`config.mk`:
```
export PLATFORM = sky130hd
export DESIGN_NAME = rsc_top
export DESIGN_NICKNAME = d
export VERILOG_FILES = /design/src/hw/rsc_pulse_timer.v /design/src/hw/rsc_top.v
export VERILOG_INCLUDE_DIRS = /design/src /design/src/common
export SDC_FILE = /design/constraint.sdc
export NUM_CORES = 1
export LEC_CHECK = 0
export BUFFER_PORTS_ARGS = -buffer_cell sky130_fd_sc_hd__buf_2
export CORE_ASPECT_RATIO = 1.75
export CORE_MARGIN = 4
export CORE_UTILIZATION = 45
export DETAILED_ROUTE_END_ITERATION = 8
export GPL_ROUTABILITY_DRIVEN = 0
export PLACE_DENSITY_LB_ADDON = 0.2
export SLEW_MARGIN = 20
export SYNTH_ARGS = -nofsm -noshare
export SYNTH_HDL_FRONTEND = slang
export SYNTH_SLANG_ARGS = --single-unit
```
`constraint.sdc`:
```
create_clock -name clock -period 4.4 [get_ports clock]
set_input_delay 0.44 -clock clock [delete_from_list [all_inputs] [get_ports clock]]
set_output_delay 0.44 -clock clock [all_outputs]
set_load 0.005 [all_outputs]
```
`src/common/rsc_consts.vh`:
```
// Constants for the repetitive set-point counter: register map, fields, timing.
// Assumes inclusion by the design files of the counter; definitions only.
`ifndef RSC_CONSTS_VH
`define RSC_CONSTS_VH

// ****************************************
// Register byte offsets
// ****************************************
`define RSC_ADDR_W        6
`define RSC_OFF_CTRL      6'h00
`define RSC_OFF_STAT_A    6'h04
`define RSC_OFF_STAT_B    6'h08
`define RSC_OFF_ACTUAL    6'h0C
`define RSC_OFF_SP1       6'h10
`define RSC_OFF_SP2       6'h14
`define RSC_OFF_FINAL     6'h18
`define RSC_OFF_WIDTH     6'h1C
`define RSC_OFF_CFG       6'h20

// ****************************************
// Control word fields
// ****************************************
`define RSC_CTRL_LOAD     0
`define RSC_CTRL_RESTART  1
`define RSC_CTRL_KILL     2
`define RSC_MODE_LSB      4
`define RSC_MODE_MSB      7
`define RSC_DIR_LSB       8
`define RSC_DIR_MSB       11
`define RSC_MODE_REPEAT   4'h5
`define RSC_DIR_UP        4'h0

// ****************************************
// Config word fields
// ****************************************
`define RSC_CFG_TYPE_LSB  0
`define RSC_CFG_TYPE_MSB  3
`define RSC_TYPE_RELATIVE 4'h1
`define RSC_CFG_EN_ASSIGN 4
`define RSC_CFG_KILL_ASGN 5
`define RSC_CFG_FALLING   6

// ****************************************
// Status bit positions
// ****************************************
`define RSC_STA_SP1       1
`define RSC_STA_SP2       9
`define RSC_STB_FINAL     9

// ****************************************
// Reset values
// ****************************************
`define RSC_RST_CTRL      16'h0050
`define RSC_RST_CFG       16'h0001
`define RSC_RST_SP1       16'h000B
`define RSC_RST_SP2       16'h0005
`define RSC_RST_FINAL     16'h001E
`define RSC_RST_WIDTH     16'h0014

// ****************************************
// Timing
// ****************************************
`define RSC_TICK_MS       20
`define RSC_CLK_KHZ       25000
`define RSC_TICK_CYCLES   (`RSC_TICK_MS * `RSC_CLK_KHZ)

// ****************************************
// AXI responses
// ****************************************
`define RSC_RESP_OKAY     2'h0
`define RSC_RESP_SLVERR   2'h2

`endif

```
`src/hw/rsc_pulse_timer.v`:
```
// Timed pulse generator: holds its output for a count of coarse ticks.
// Assumes a one-cycle start pulse and a width count held stable by the caller.
`timescale 1ns/10ps
`include "rsc_consts.vh"

module rsc_pulse_timer #(
  parameter TICK_CYCLES = `RSC_TICK_CYCLES,
  parameter WIDTH_W     = 16
) (
  input  wire               clock,
  input  wire               reset_n,
  input  wire               start,
  input  wire               stop,
  input  wire [WIDTH_W-1:0] width,
  output reg                pulse_q
);

  reg [31:0]        prescale_q;
  reg [WIDTH_W-1:0] ticks_q;
  wire              tick_w;

  assign tick_w = (prescale_q == TICK_CYCLES - 1);

  // ****************************************
  // Prescaler and tick count
  // ****************************************
  // Restart wins over stop, but rsc_top masks start with stop, so a final hit in a stop cycle yields no pulse
  always @(posedge clock or negedge reset_n)
  begin
    if (!reset_n)
    begin
      prescale_q <= 32'h00000000;
      ticks_q    <= {WIDTH_W{1'b0}};
      pulse_q    <= 1'b0;
    end
    else if (start)
    begin
      prescale_q <= 32'h00000000;
      ticks_q    <= width;
      pulse_q    <= (width != {WIDTH_W{1'b0}});
    end
    else if (stop)
    begin
      pulse_q    <= 1'b0;
      ticks_q    <= {WIDTH_W{1'b0}};
    end
    else if (pulse_q)
    begin
      prescale_q <= tick_w ? 32'h00000000 : prescale_q + 32'h00000001;
      if (tick_w)
      begin
        ticks_q <= ticks_q - {{(WIDTH_W-1){1'b0}}, 1'b1};
        if (ticks_q == {{(WIDTH_W-1){1'b0}}, 1'b1})
          pulse_q <= 1'b0;
      end
    end
  end

endmodule

```
`src/hw/rsc_top.v`:
```
// Repetitive set-point counter channel with an AXI4-Lite register slave.
// Assumes inputs synchronous to clock and one AXI master with one write and
// one read outstanding at most.
//
// The AXI4-Lite interface to the registers and the register offsets are this design's own decisions.
`timescale 1ns/10ps
`include "rsc_consts.vh"

module rsc_top #(
  parameter TICK_CYCLES = `RSC_TICK_CYCLES,
  parameter CNT_W       = 16
) (
  input  wire        clock,
  input  wire        reset_n,
  input  wire        s_axi_awvalid,
  output reg         s_axi_awready,
  input  wire [5:0]  s_axi_awaddr,
  input  wire [2:0]  s_axi_awprot,
  input  wire        s_axi_wvalid,
  output reg         s_axi_wready,
  input  wire [31:0] s_axi_wdata,
  input  wire [3:0]  s_axi_wstrb,
  output reg         s_axi_bvalid,
  input  wire        s_axi_bready,
  output reg  [1:0]  s_axi_bresp,
  input  wire        s_axi_arvalid,
  output reg         s_axi_arready,
  input  wire [5:0]  s_axi_araddr,
  input  wire [2:0]  s_axi_arprot,
  output reg         s_axi_rvalid,
  input  wire        s_axi_rready,
  output reg  [31:0] s_axi_rdata,
  output reg  [1:0]  s_axi_rresp,
  input  wire        count_pulse_in,
  input  wire        count_enable_in,
  input  wire        load_start_input,
  input  wire        output_kill_input,
  output reg         setpoint_one_output,
  output reg         setpoint_two_output,
  output reg         final_point_output,
  output wire        timed_final_pulse_output
);

  // ****************************************
  // Registers
  // ****************************************
  reg  [15:0]      ctrl_q;
  reg  [15:0]      cfg_q;
  reg  [15:0]      sp1_q;
  reg  [15:0]      sp2_q;
  reg  [15:0]      final_q;
  reg  [15:0]      width_q;
  reg  [CNT_W-1:0] actual_q;
  reg              running_q;
  reg              pulse_in_q;

  // AXI write path state
  reg              aw_got_q;
  reg              w_got_q;
  reg  [5:0]       waddr_q;
  reg  [31:0]      wdata_q;
  reg  [3:0]       wstrb_q;

  wire             wr_fire;
  wire [15:0]      wr_mask;
  wire [15:0]      ctrl_new;
  wire [15:0]      cfg_new;
  wire             wr_ctrl;
  wire             wr_cfg;
  wire             wr_known;
  wire             load_evt;
  wire             kill_now;
  wire             cfg_change;
  wire             edge_ok;
  wire             count_ok;
  wire [CNT_W-1:0] next_val;
  wire [CNT_W-1:0] th1;
  wire [CNT_W-1:0] th2;
  wire             relative;
  wire             repeat_mode;
  wire             hit_final;
  wire             pulse_stop;
  reg  [31:0]      rd_val;
  reg              rd_known;

  // ****************************************
  // Write decode
  // ****************************************
  // Only the low two byte lanes carry data; upper lanes are ignored
  assign wr_fire  = aw_got_q & w_got_q & ~s_axi_bvalid;
  assign wr_mask  = {{8{wstrb_q[1]}}, {8{wstrb_q[0]}}};
  assign ctrl_new = (ctrl_q & ~wr_mask) | (wdata_q[15:0] & wr_mask);
  assign cfg_new  = (cfg_q & ~wr_mask) | (wdata_q[15:0] & wr_mask);
  assign wr_ctrl  = wr_fire & (waddr_q == `RSC_OFF_CTRL);
  assign wr_cfg   = wr_fire & (waddr_q == `RSC_OFF_CFG);
  assign wr_known = (waddr_q == `RSC_OFF_CTRL) | (waddr_q == `RSC_OFF_SP1) |
                    (waddr_q == `RSC_OFF_SP2) | (waddr_q == `RSC_OFF_FINAL) |
                    (waddr_q == `RSC_OFF_WIDTH) | (waddr_q == `RSC_OFF_CFG);

  // Start only on a 0 to 1 write of the load bit; restart bit has no effect
  assign load_evt = wr_ctrl & ctrl_new[`RSC_CTRL_LOAD] &
                    ~ctrl_q[`RSC_CTRL_LOAD];

  // Mode, direction, kill behaviour or type altered by this write
  assign cfg_change =
    (wr_ctrl & (ctrl_new[`RSC_DIR_MSB:`RSC_MODE_LSB] !=
                ctrl_q[`RSC_DIR_MSB:`RSC_MODE_LSB])) |
    (wr_cfg & ((cfg_new[`RSC_CFG_TYPE_MSB:`RSC_CFG_TYPE_LSB] !=
                cfg_q[`RSC_CFG_TYPE_MSB:`RSC_CFG_TYPE_LSB]) |
               (cfg_new[`RSC_CFG_KILL_ASGN] != cfg_q[`RSC_CFG_KILL_ASGN])));

  // Forced switch-off from the control bit or the assigned kill input
  assign kill_now = ctrl_q[`RSC_CTRL_KILL] |
                    (cfg_q[`RSC_CFG_KILL_ASGN] & output_kill_input);

  // ****************************************
  // Count qualification and thresholds
  // ****************************************
  assign edge_ok  = cfg_q[`RSC_CFG_FALLING] ? (pulse_in_q & ~count_pulse_in) :
                                              (~pulse_in_q & count_pulse_in);
  // Unassigned enable means always enabled
  assign count_ok = running_q & edge_ok & ~kill_now &
                    (~cfg_q[`RSC_CFG_EN_ASSIGN] | count_enable_in);
  assign next_val = actual_q + {{(CNT_W-1){1'b0}}, 1'b1};
  assign relative = (cfg_q[`RSC_CFG_TYPE_MSB:`RSC_CFG_TYPE_LSB] == `RSC_TYPE_RELATIVE);
  assign th1      = relative ? (final_q[CNT_W-1:0] - sp1_q[CNT_W-1:0]) : sp1_q[CNT_W-1:0];
  assign th2      = relative ? (final_q[CNT_W-1:0] - sp2_q[CNT_W-1:0]) : sp2_q[CNT_W-1:0];
  assign repeat_mode = (ctrl_q[`RSC_MODE_MSB:`RSC_MODE_LSB] == `RSC_MODE_REPEAT);
  assign hit_final   = count_ok & (next_val == final_q[CNT_W-1:0]);
  assign pulse_stop  = kill_now | cfg_change | load_evt;

  // ****************************************
  // Register writes
  // ****************************************
  // The load bit is stored so a later 0 to 1 write can start again
  always @(posedge clock or negedge reset_n)
  begin
    if (!reset_n)
    begin
      ctrl_q  <= `RSC_RST_CTRL;
      cfg_q   <= `RSC_RST_CFG;
      sp1_q   <= `RSC_RST_SP1;
      sp2_q   <= `RSC_RST_SP2;
      final_q <= `RSC_RST_FINAL;
      width_q <= `RSC_RST_WIDTH;
    end
    else if (wr_fire)
    begin
      case (waddr_q)
        `RSC_OFF_CTRL:  ctrl_q  <= ctrl_new;
        `RSC_OFF_CFG:   cfg_q   <= cfg_new;
        `RSC_OFF_SP1:   sp1_q   <= (sp1_q & ~wr_mask) | (wdata_q[15:0] & wr_mask);
        `RSC_OFF_SP2:   sp2_q   <= (sp2_q & ~wr_mask) | (wdata_q[15:0] & wr_mask);
        `RSC_OFF_FINAL: final_q <= (final_q & ~wr_mask) | (wdata_q[15:0] & wr_mask);
        `RSC_OFF_WIDTH: width_q <= (width_q & ~wr_mask) | (wdata_q[15:0] & wr_mask);
        default:        ctrl_q  <= ctrl_q;
      endcase
    end
  end

  // ****************************************
  // Counter and set-point outputs
  // ****************************************
  // Priority: switch-off, then settings change, then start, then counting.
  // The load/start input pin is deliberately not looked at here.
  always @(posedge clock or negedge reset_n)
  begin
    if (!reset_n)
    begin
      actual_q            <= {CNT_W{1'b0}};
      running_q           <= 1'b0;
      pulse_in_q          <= 1'b0;
      setpoint_one_output <= 1'b0;
      setpoint_two_output <= 1'b0;
      final_point_output  <= 1'b0;
    end
    else
    begin
      pulse_in_q <= count_pulse_in;
      if (kill_now)
      begin
        running_q           <= 1'b0;
        setpoint_one_output <= 1'b0;
        setpoint_two_output <= 1'b0;
        final_point_output  <= 1'b0;
      end
      else if (cfg_change)
      begin
        running_q           <= 1'b0;
        setpoint_one_output <= 1'b0;
        setpoint_two_output <= 1'b0;
        final_point_output  <= 1'b0;
      end
      else if (load_evt)
      begin
        actual_q            <= {CNT_W{1'b0}};
        running_q           <= 1'b1;
        setpoint_one_output <= 1'b1;
        setpoint_two_output <= 1'b1;
        final_point_output  <= 1'b0;
      end
      else if (hit_final)
      begin
        final_point_output  <= 1'b0;
        setpoint_one_output <= 1'b1;
        setpoint_two_output <= 1'b0;
        // Non-repetitive modes hold at the final value and stop
        if (repeat_mode)
          actual_q <= {CNT_W{1'b0}};
        else
        begin
          actual_q  <= next_val;
          running_q <= 1'b0;
        end
      end
      else if (count_ok)
      begin
        actual_q <= next_val;
        if (next_val == th1)
        begin
          setpoint_one_output <= 1'b0;
          setpoint_two_output <= 1'b1;
        end
        if (next_val == th2)
        begin
          setpoint_two_output <= 1'b0;
          final_point_output  <= 1'b1;
        end
      end
    end
  end

  // ****************************************
  // Timed final set-point pulse
  // ****************************************
  rsc_pulse_timer #(
    .TICK_CYCLES (TICK_CYCLES),
    .WIDTH_W     (16)
  ) u_pulse (
    .clock   (clock),
    .reset_n (reset_n),
    .start   (hit_final & ~pulse_stop),
    .stop    (pulse_stop),
    .width   (width_q),
    .pulse_q (timed_final_pulse_output)
  );

  // ****************************************
  // AXI write channel
  // ****************************************
  // Address and data are caught independently; response after both
  always @(posedge clock or negedge reset_n)
  begin
    if (!reset_n)
    begin
      aw_got_q      <= 1'b0;
      w_got_q       <= 1'b0;
      waddr_q       <= 6'h00;
      wdata_q       <= 32'h00000000;
      wstrb_q       <= 4'h0;
      s_axi_awready <= 1'b0;
      s_axi_wready  <= 1'b0;
      s_axi_bvalid  <= 1'b0;
      s_axi_bresp   <= `RSC_RESP_OKAY;
    end
    else
    begin
      s_axi_awready <= ~aw_got_q & ~s_axi_awready & ~s_axi_bvalid;
      s_axi_wready  <= ~w_got_q & ~s_axi_wready & ~s_axi_bvalid;
      if (s_axi_awvalid & s_axi_awready)
      begin
        aw_got_q      <= 1'b1;
        waddr_q       <= {s_axi_awaddr[5:2], 2'b00};
        s_axi_awready <= 1'b0;
      end
      if (s_axi_wvalid & s_axi_wready)
      begin
        w_got_q      <= 1'b1;
        wdata_q      <= s_axi_wdata;
        wstrb_q      <= s_axi_wstrb;
        s_axi_wready <= 1'b0;
      end
      if (wr_fire)
      begin
        aw_got_q     <= 1'b0;
        w_got_q      <= 1'b0;
        s_axi_bvalid <= 1'b1;
        s_axi_bresp  <= wr_known ? `RSC_RESP_OKAY : `RSC_RESP_SLVERR;
      end
      else if (s_axi_bvalid & s_axi_bready)
        s_axi_bvalid <= 1'b0;
    end
  end

  // ****************************************
  // Read mux
  // ****************************************
  // Status words mirror the live set-point and final outputs, not the timed pulse; reads have no side effects
  always @*
  begin
    rd_val   = 32'h00000000;
    rd_known = 1'b1;
    case ({s_axi_araddr[5:2], 2'b00})
      `RSC_OFF_CTRL:   rd_val[15:0] = ctrl_q;
      `RSC_OFF_STAT_A:
      begin
        rd_val[`RSC_STA_SP1] = setpoint_one_output;
        rd_val[`RSC_STA_SP2] = setpoint_two_output;
      end
      `RSC_OFF_STAT_B: rd_val[`RSC_STB_FINAL] = final_point_output;
      `RSC_OFF_ACTUAL: rd_val[CNT_W-1:0] = actual_q;
      `RSC_OFF_SP1:    rd_val[15:0] = sp1_q;
      `RSC_OFF_SP2:    rd_val[15:0] = sp2_q;
      `RSC_OFF_FINAL:  rd_val[15:0] = final_q;
      `RSC_OFF_WIDTH:  rd_val[15:0] = width_q;
      `RSC_OFF_CFG:    rd_val[15:0] = cfg_q;
      default:         rd_known = 1'b0;
    endcase
  end

  // ****************************************
  // AXI read channel
  // ****************************************
  always @(posedge clock or negedge reset_n)
  begin
    if (!reset_n)
    begin
      s_axi_arready <= 1'b0;
      s_axi_rvalid  <= 1'b0;
      s_axi_rdata   <= 32'h00000000;
      s_axi_rresp   <= `RSC_RESP_OKAY;
    end
    else
    begin
      s_axi_arready <= ~s_axi_arready & ~s_axi_rvalid;
      if (s_axi_arvalid & s_axi_arready)
      begin
        s_axi_arready <= 1'b0;
        s_axi_rvalid  <= 1'b1;
        s_axi_rdata   <= rd_val;
        s_axi_rresp   <= rd_known ? `RSC_RESP_OKAY : `RSC_RESP_SLVERR;
      end
      else if (s_axi_rvalid & s_axi_rready)
        s_axi_rvalid <= 1'b0;
    end
  end

endmodule

```
==> metrics.txt, run 1 <==
# TYPE chip_impl_metric gauge
chip_impl_metric{name="max_fo_critical_path",unit=""} 5
chip_impl_info{name="run_status",value="complete, but fails checks"} 1
chip_impl_metric{name="async_reset_ff_frac",unit=""} 1.00
chip_impl_metric{name="cts_htree_levels",unit=""} 1
chip_impl_metric{name="num-nets-final",unit=""} 1568
chip_impl_info{name="endpoint_kind",value="flip-flop"} 1
chip_impl_metric{name="required",unit="ns"} 4.80
chip_impl_metric{name="initial_utilization",unit=""} 0.460
chip_impl_metric{name="cts_post_setup_buffers_inserted",unit=""} 0
chip_impl_metric{name="fillers",unit=""} 2787
chip_impl_metric{name="coreArea",unit="µm²"} 29500
chip_impl_metric{name="pwr-share-clk",unit=""} 0.211
chip_impl_metric{name="post-route-period-util",unit=""} 0.890
chip_impl_info{name="synthFlopType",value="dfrtp_1"} 1
chip_impl_metric{name="die_height",unit="µm"} 238
chip_impl_metric{name="worstMarginPinSlew",unit="ns"} 1.14
chip_impl_metric{name="routed-via-count",unit=""} 11200
chip_impl_metric{name="post_drt_wl_per_cell",unit="µm"} 21.9
chip_impl_metric{name="grt_pass1_wl",unit="µm"} 63100
chip_impl_metric{name="post_synth_instance_area",unit="µm²"} 13600
chip_impl_metric{name="die_w",unit="µm"} 139
chip_impl_info{name="cp_launch_type",value="flip-flop"} 1
chip_impl_metric{name="synth_seq_cells",unit=""} 213
chip_impl_metric{name="ys_seq_area_frac",unit=""} 0.394
chip_impl_metric{name="syn-mean-instance-area",unit="µm²"} 9.51
chip_impl_metric{name="ys.warnings.count",unit=""} 0
chip_impl_metric{name="finalMaxSlewViolations",unit=""} 0
chip_impl_metric{name="cts_inserted_buffers",unit=""} 22
chip_impl_metric{name="fp.dieArea",unit="µm²"} 33100
chip_impl_metric{name="finalSetupViolations",unit=""} 0
chip_impl_metric{name="period_needed",unit="ns"} 3.92
chip_impl_info{name="grt_setup_unrepaired",value="no"} 1
chip_impl_metric{name="fin_skew",unit="ns"} 0.0204
chip_impl_metric{name="p_per_area",unit="nW/µm²"} 611
chip_impl_info{name="tritoncts",value="yes"} 1
chip_impl_metric{name="static_leakage",unit="nW"} 6.69
chip_impl_metric{name="largest_net_degree_at_the_start_of_global_routing",unit=""} 113
chip_impl_metric{name="clock_sinks",unit=""} 213
chip_impl_metric{name="synthesis.instances",unit=""} 1426
chip_impl_metric{name="n_antenna_cell",unit=""} 0
chip_impl_metric{name="cts_resized",unit=""} 0
chip_impl_info{name="worstHoldPathType",value="input pin to async pin"} 1
chip_impl_metric{name="dp.cells",unit=""} 1825
chip_impl_metric{name="seq_power_share",unit=""} 0.336
chip_impl_metric{name="netSwitchingFraction",unit=""} 0.416
chip_impl_metric{name="placementRows",unit=""} 83
chip_impl_metric{name="reg2reg_slack",unit="ns"} 0.48
chip_impl_metric{name="drt_pre_antenna_iters",unit=""} 6
chip_impl_metric{name="fmaxAchievable",unit="MHz"} 255
chip_impl_metric{name="timing.max_slew.rel_slack",unit=""} 0.238
chip_impl_metric{name="power",unit="mW"} 9.17
chip_impl_metric{name="placement.setup.worst_slack",unit="ns"} 0.643
chip_impl_metric{name="post_synth_num_cell_types",unit=""} 82
chip_impl_metric{name="first_global_vias",unit=""} 11100
chip_impl_metric{name="grtUsageTotal",unit=""} 0.240
chip_impl_metric{name="drt_drc_violations_left",unit=""} 0
chip_impl_info{name="worstSetupPathType",value="flip-flop to flip-flop"} 1
chip_impl_metric{name="totalNegativeSetupSlack",unit="ns"} 0
chip_impl_metric{name="worstPathArrival",unit="ns"} 4.32
chip_impl_metric{name="power.switching",unit="mW"} 3.82
chip_impl_metric{name="hold_slack",unit="ns"} -0.0114
chip_impl_metric{name="cts.hold.buffers_added",unit=""} 0
chip_impl_metric{name="synth_enable_flop_cells",unit=""} 0
chip_impl_metric{name="max_cap_viol_count",unit=""} 0
chip_impl_metric{name="utilization",unit=""} 0.509
chip_impl_metric{name="final_non_filler_cells",unit=""} 1864
chip_impl_metric{name="port_buffers",unit=""} 62
chip_impl_metric{name="final_antenna_net_count",unit=""} 0
chip_impl_metric{name="drt_first_iter_violations",unit=""} 749
chip_impl_metric{name="syn2layout_area_growth",unit="%"} 10.6
chip_impl_metric{name="internal_power",unit="mW"} 5.35
chip_impl_metric{name="setup_slack",unit="ns"} 0.482
chip_impl_metric{name="detailed_place_hpwl",unit="µm"} 30600
chip_impl_info{name="clock_tree.root_cell",value="clkbuf_16"} 1
chip_impl_metric{name="vias_per_cell",unit=""} 5.99
chip_impl_metric{name="worstSkewPairLatency",unit="ns"} 0.52
chip_impl_metric{name="combPwrFrac",unit=""} 0.453
chip_impl_metric{name="drt_wl_total",unit="µm"} 40800
chip_impl_metric{name="io-pin-count",unit=""} 110
chip_impl_metric{name="power.ir.vdd_worst",unit="V"} 0.000350
chip_impl_metric{name="max-clock-path-buffers",unit=""} 3
chip_impl_metric{name="overflow",unit=""} 0
chip_impl_metric{name="cts.reportedPaths.clkPinSlew",unit="ns"} 0.07
chip_impl_metric{name="layout-drive-gt1-share",unit=""} 0.204
chip_impl_info{name="violations",value="negative hold slack"} 1
chip_impl_metric{name="initial_antenna_violation_count",unit=""} 1
chip_impl_metric{name="report.final.hold_viol_count",unit=""} 2
## cells in the mapped netlist, drive strengths merged (15+ instances only)
| master | number | area share |
|---|---|---|
| nand2 | 110 | 0.030 |
| a22o | 15 | 0.0097 |
| inv | 59 | 0.016 |
| nor4 | 23 | 0.011 |
| nor2 | 111 | 0.031 |
| o31ai | 18 | 0.010 |
| a21oi | 58 | 0.022 |
| mux2i | 27 | 0.020 |
| o21ai | 87 | 0.032 |
| xor2 | 45 | 0.031 |
| clkbuf | 63 | 0.017 |
| a211oi | 22 | 0.012 |
| xnor2 | 50 | 0.035 |
| dfrtp | 199 | 0.37 |
| nand3 | 48 | 0.018 |
| buf | 39 | 0.018 |
| mux2 | 121 | 0.10 |
| ha | 34 | 0.031 |
| nand4 | 31 | 0.015 |
| nor3 | 38 | 0.014 |
| and3 | 18 | 0.0090 |
## routing by layer
| layer | GRT usage | part of all wire |
|---|---|---|
| met4 | 0.103 | 0.046 |
| met1 | 0.271 | 0.38 |
| met5 | 0 | 0.00017 |
| met3 | 0.0242 | 0.037 |
| met2 | 0.455 | 0.54 |
## cells in the final DEF, fill, tap and decap left out, types with 37 or more instances in the layout
| master | n |
|---|---|
| nor3_1 | 37 |
| nand2_1 | 110 |
| dfrtp_1 | 199 |
| xnor2_1 | 46 |
| buf_2 | 61 |
| mux2_2 | 121 |
| nor2_1 | 111 |
| xor2_1 | 43 |
| nand3_1 | 46 |
| buf_4 | 40 |
| inv_1 | 59 |
| o21ai_0 | 86 |
| a21oi_1 | 57 |
## final timing paths
kind | to | depth (start not counted)
min | async pin | 1
max | setpoint_two_output | 13
min reg2reg | s_axi_arready | 1
max in group asynchronous | u_pulse.prescale_q[14] | 2
max reg2reg | setpoint_two_output | 13
min in group clock | pulse_in_q | 1
## per-stage QoR
stage / hold slack [ns] / area, µm²
4_1_cts: 0.0256 / 15000
5_1_grt: 0.0385 / 15000
3_5_place_dp: 0.446 / 14300
2_1_floorplan: 0.144 / 13600
3_3_place_gp: 0.437 / 14300
6_report: -0.0114 / 15000
## worst max-delay path, cell delays in order (launching register included)
cell and delay [ns]:
dfrtp_1 0.41, inv_1 0.09, ha_1 0.24, fa_1 0.44
nor2b_1 0.17, o221ai_1 0.31, a21boi_0 0.33, mux2_2 0.40
o21ai_0 0.25, nand4b_1 0.13, nor4_1 0.58, a31oi_1 0.24
nand3b_1 0.14, nand3_1 0.08
## cell families (layout without fill, tap and decap cells)
| logic type | after synthesis | after routing | synth area share |
|---|---|---|---|
| adders and majority gates | 36 | 36 | 0.0343 |
| DFF | 213 | 213 | 0.394 |
| xor gates and xnor gates | 101 | 101 | 0.0755 |
| buffers and inverters | 161 | 200 | 0.0517 |
| and+or+nand+nor | 477 | 477 | 0.182 |
| muxes | 148 | 148 | 0.120 |
| other | 1 | 18 | 0.000277 |
| AOI/OAI and AO/OA | 289 | 289 | 0.141 |
## area by class of cell
| cell class | count | area (µm²) | share of cell area |
|---|---|---|---|
| inverters | 59 | 221 | 0.0148 |
| multi-input cells | 1069 | 7590 | 0.506 |
| flip-flops and latches | 213 | 5350 | 0.357 |
| clock inverters | 9 | 75.1 | 0.00501 |
| clock buffers | 30 | 662 | 0.0441 |
| well taps | 382 | 478 | 0.0319 |
| repair buffers | 102 | 621 | 0.0414 |
## power by group through the flow
stage	registers (mW)	logic, mW	clock network, mW
global route	3.14	4.52	2.04
detailed placement	3.11	4.08	0
finish	3.08	4.15	1.93
global placement	3.10	4.00	0
floorplan	2.75	3.09	0
CTS	3.08	4.10	1.97
Power figures use the tool's default switching activity.
==> inputs of run 2 (changes only) <==
--- a/config.mk
+++ b/config.mk
@@ -10,6 +10,7 @@
 export CORE_ASPECT_RATIO = 1.75
 export CORE_MARGIN = 4
 export CORE_UTILIZATION = 45
+export CTS_BUF_LIST = sky130_fd_sc_hd__clkbuf_16
 export DETAILED_ROUTE_END_ITERATION = 8
 export GPL_ROUTABILITY_DRIVEN = 0
 export PLACE_DENSITY_LB_ADDON = 0.2
==> metrics.txt, run 2 (synthesis gave the netlist of run 1 again) <==
# TYPE chip_impl_metric gauge
chip_impl_info{name="run_status",value="complete, but fails checks"} 1
chip_impl_info{name="violations",value="negative hold slack"} 1
chip_impl_metric{name="drt_drc_violations_left",unit=""} 0
chip_impl_metric{name="netSwitchingFraction",unit=""} 0.420
chip_impl_info{name="top_metal_layer_carrying_routed_signals",value="met5"} 1
chip_impl_metric{name="first_global_vias",unit=""} 11100
chip_impl_metric{name="stdcell_area",unit="µm²"} 14900
chip_impl_metric{name="syn2layout_area_growth",unit="%"} 10.2
chip_impl_metric{name="post_drt_wl_per_cell",unit="µm"} 21.8
chip_impl_metric{name="cts_inserted_buffers",unit=""} 22
chip_impl_metric{name="met3_wl_post_dr",unit="µm"} 1620
chip_impl_metric{name="port_buffers",unit=""} 62
chip_impl_metric{name="n_antenna_cell",unit=""} 0
chip_impl_metric{name="num-nets-final",unit=""} 1568
chip_impl_metric{name="detailed_place_hpwl",unit="µm"} 30600
chip_impl_metric{name="initial_antenna_violation_count",unit=""} 1
chip_impl_metric{name="drt_first_iter_violations",unit=""} 711
chip_impl_metric{name="max_cap_viol_count",unit=""} 0
chip_impl_info{name="final_cell_mix",value="199 x dfrtp_1, 121 x mux2_2, 111 x nor2_1, 110 x nand2_1, 86 x o21ai_0"} 1
chip_impl_metric{name="timing.max_slew.rel_slack",unit=""} 0.232
chip_impl_metric{name="worstPathArrival",unit="ns"} 4.28
chip_impl_metric{name="fmaxAchievable",unit="MHz"} 258
chip_impl_metric{name="finalSetupViolations",unit=""} 0
chip_impl_info{name="worstHoldPathType",value="input pin to async pin"} 1
chip_impl_info{name="cp_launch_type",value="flip-flop"} 1
chip_impl_metric{name="max_fo_critical_path",unit=""} 5
chip_impl_info{name="tritoncts",value="yes"} 1
chip_impl_metric{name="placementRows",unit=""} 83
chip_impl_metric{name="report.final.hold_viol_count",unit=""} 2
chip_impl_metric{name="power.switching",unit="mW"} 3.80
chip_impl_info{name="rr_endpoint",value="setpoint_two_output"} 1
chip_impl_metric{name="reg2reg_slack",unit="ns"} 0.52
chip_impl_metric{name="utilization",unit=""} 0.506
chip_impl_info{name="endpoint_kind",value="flip-flop"} 1
chip_impl_info{name="clock_tree.root_cell",value="clkbuf_16"} 1
chip_impl_metric{name="fin_skew",unit="ns"} 0.0186
chip_impl_metric{name="worstSkewPairLatency",unit="ns"} 0.52
chip_impl_metric{name="cts.hold.buffers_added",unit=""} 0
chip_impl_metric{name="routed_metal_1_wire_length",unit="µm"} 15300
chip_impl_metric{name="hold_slack",unit="ns"} -0.00851
chip_impl_metric{name="max-clock-path-buffers",unit=""} 3
chip_impl_metric{name="final_non_filler_cells",unit=""} 1864
chip_impl_metric{name="layout-drive-gt1-share",unit=""} 0.200
chip_impl_metric{name="clock_sinks",unit=""} 213
chip_impl_info{name="worstSetupPathType",value="flip-flop to flip-flop"} 1
chip_impl_metric{name="required",unit="ns"} 4.80
chip_impl_metric{name="seq_power_share",unit=""} 0.341
chip_impl_metric{name="grtUsageTotal",unit=""} 0.240
chip_impl_metric{name="totalNegativeSetupSlack",unit="ns"} 0
chip_impl_metric{name="final_antenna_net_count",unit=""} 0
chip_impl_metric{name="vias_per_cell",unit=""} 5.98
chip_impl_metric{name="pwr-share-clk",unit=""} 0.201
chip_impl_metric{name="dp.cells",unit=""} 1825
chip_impl_metric{name="placedInstanceArea",unit="µm²"} 14300
chip_impl_metric{name="io-pin-count",unit=""} 110
chip_impl_metric{name="cts_htree_levels",unit=""} 1
chip_impl_metric{name="power.ir.vdd_worst",unit="V"} 0.000350
chip_impl_metric{name="die_w",unit="µm"} 139
chip_impl_metric{name="coreArea",unit="µm²"} 29500
chip_impl_metric{name="drt_pre_antenna_iters",unit=""} 7
chip_impl_metric{name="reg2regPathDepth",unit=""} 13
chip_impl_metric{name="overflow",unit=""} 0
chip_impl_metric{name="period_needed",unit="ns"} 3.88
chip_impl_metric{name="power",unit="mW"} 9.04
chip_impl_metric{name="cts_resized",unit=""} 0
chip_impl_metric{name="finalMaxSlewViolations",unit=""} 0
chip_impl_metric{name="fp.dieArea",unit="µm²"} 33100
chip_impl_metric{name="combPwrFrac",unit=""} 0.458
chip_impl_metric{name="initial_utilization",unit=""} 0.460
chip_impl_metric{name="cts_post_setup_buffers_inserted",unit=""} 0
chip_impl_metric{name="grt_pass1_wl",unit="µm"} 63100
chip_impl_info{name="final_common_cell",value="dfrtp_1"} 1
chip_impl_metric{name="post-route-period-util",unit=""} 0.881
chip_impl_metric{name="drt_wl_total",unit="µm"} 40700
chip_impl_metric{name="met2WireLength",unit="µm"} 21900
chip_impl_metric{name="internal_power",unit="mW"} 5.24
chip_impl_metric{name="worstMarginPinSlew",unit="ns"} 1.15
chip_impl_metric{name="static_leakage",unit="nW"} 6.66
chip_impl_metric{name="cts.reportedPaths.clkPinSlew",unit="ns"} 0.07
chip_impl_metric{name="routed-via-count",unit=""} 11100
chip_impl_metric{name="largest_net_degree_at_the_start_of_global_routing",unit=""} 113
chip_impl_metric{name="p_per_area",unit="nW/µm²"} 605
chip_impl_info{name="grt_setup_unrepaired",value="no"} 1
chip_impl_metric{name="die_height",unit="µm"} 238
-- run 2: cell count changes in the layout (fill, tap and decap cells not counted) --
cell	delta
clkinv_1	+6
clkbuf_1	-1
inv_1	+1
clkbuf_8	-6
-- run 2: cell type report --
class                   instances  area (µm²)
clock buffers                  23         576
multi-input cells            1069        7590
repair buffers                102         621
well taps                     382         478
fillers                      2796       14600
flip-flops and latches        213        5350
inverters                      59         221
clock inverters                16         101
-- run 2: routing by layer --
metal,up-vias,GRT usage
met5,-,0
met4,2,0.104
met3,82,0.0244
met2,273,0.453
met1,5560,0.272
li1,5228,-
-- run 2: how the worst max path moves through the flow --
stage                     slack (ns)  depth (start not counted)               from                     end
after global routing            0.38                         12        actual_q[1]             actual_q[2]
after detailed placement        0.64                         11        actual_q[1]  u_pulse.prescale_q[30]
after CTS                       0.62                         11        actual_q[1]  u_pulse.prescale_q[30]
after global placement          0.64                         11  output_kill_input  u_pulse.prescale_q[30]
after floorplan                 1.00                         12        actual_q[1]  u_pulse.prescale_q[30]
final                           0.52                         13          flip-flop     setpoint_two_output
-- run 2: power by group through the flow --
| stage | clock [mW] | sequential, mW | combinational [mW] |
|---|---|---|---|
| 2_1_floorplan | 0 | 2.75 | 3.09 |
| 3_3_place_gp | 0 | 3.10 | 4.00 |
| 3_5_place_dp | 0 | 3.11 | 4.08 |
| 4_1_cts | 1.86 | 3.08 | 4.10 |
| 5_1_grt | 1.93 | 3.14 | 4.52 |
| 6_report | 1.82 | 3.08 | 4.14 |
-- run 2: per-stage QoR --
stage          worst slack [ns]  hold WS, ns
6_report                  0.523     -0.00851
4_1_cts                   0.617       0.0279
3_5_place_dp              0.643        0.446
3_3_place_gp              0.642        0.437
2_1_floorplan              1.00        0.144
5_1_grt                   0.385       0.0383
-- run 2: worst max-delay path: stages (launching register included) --
cell	delay, ns
dfrtp_1	0.40
inv_1	0.09
ha_1	0.23
fa_1	0.44
nor2b_1	0.16
o221ai_1	0.31
a21boi_0	0.33
mux2_2	0.40
o21ai_0	0.25
nand4b_1	0.13
nor4_1	0.57
a31oi_1	0.23
nand3b_1	0.14
nand3_1	0.07
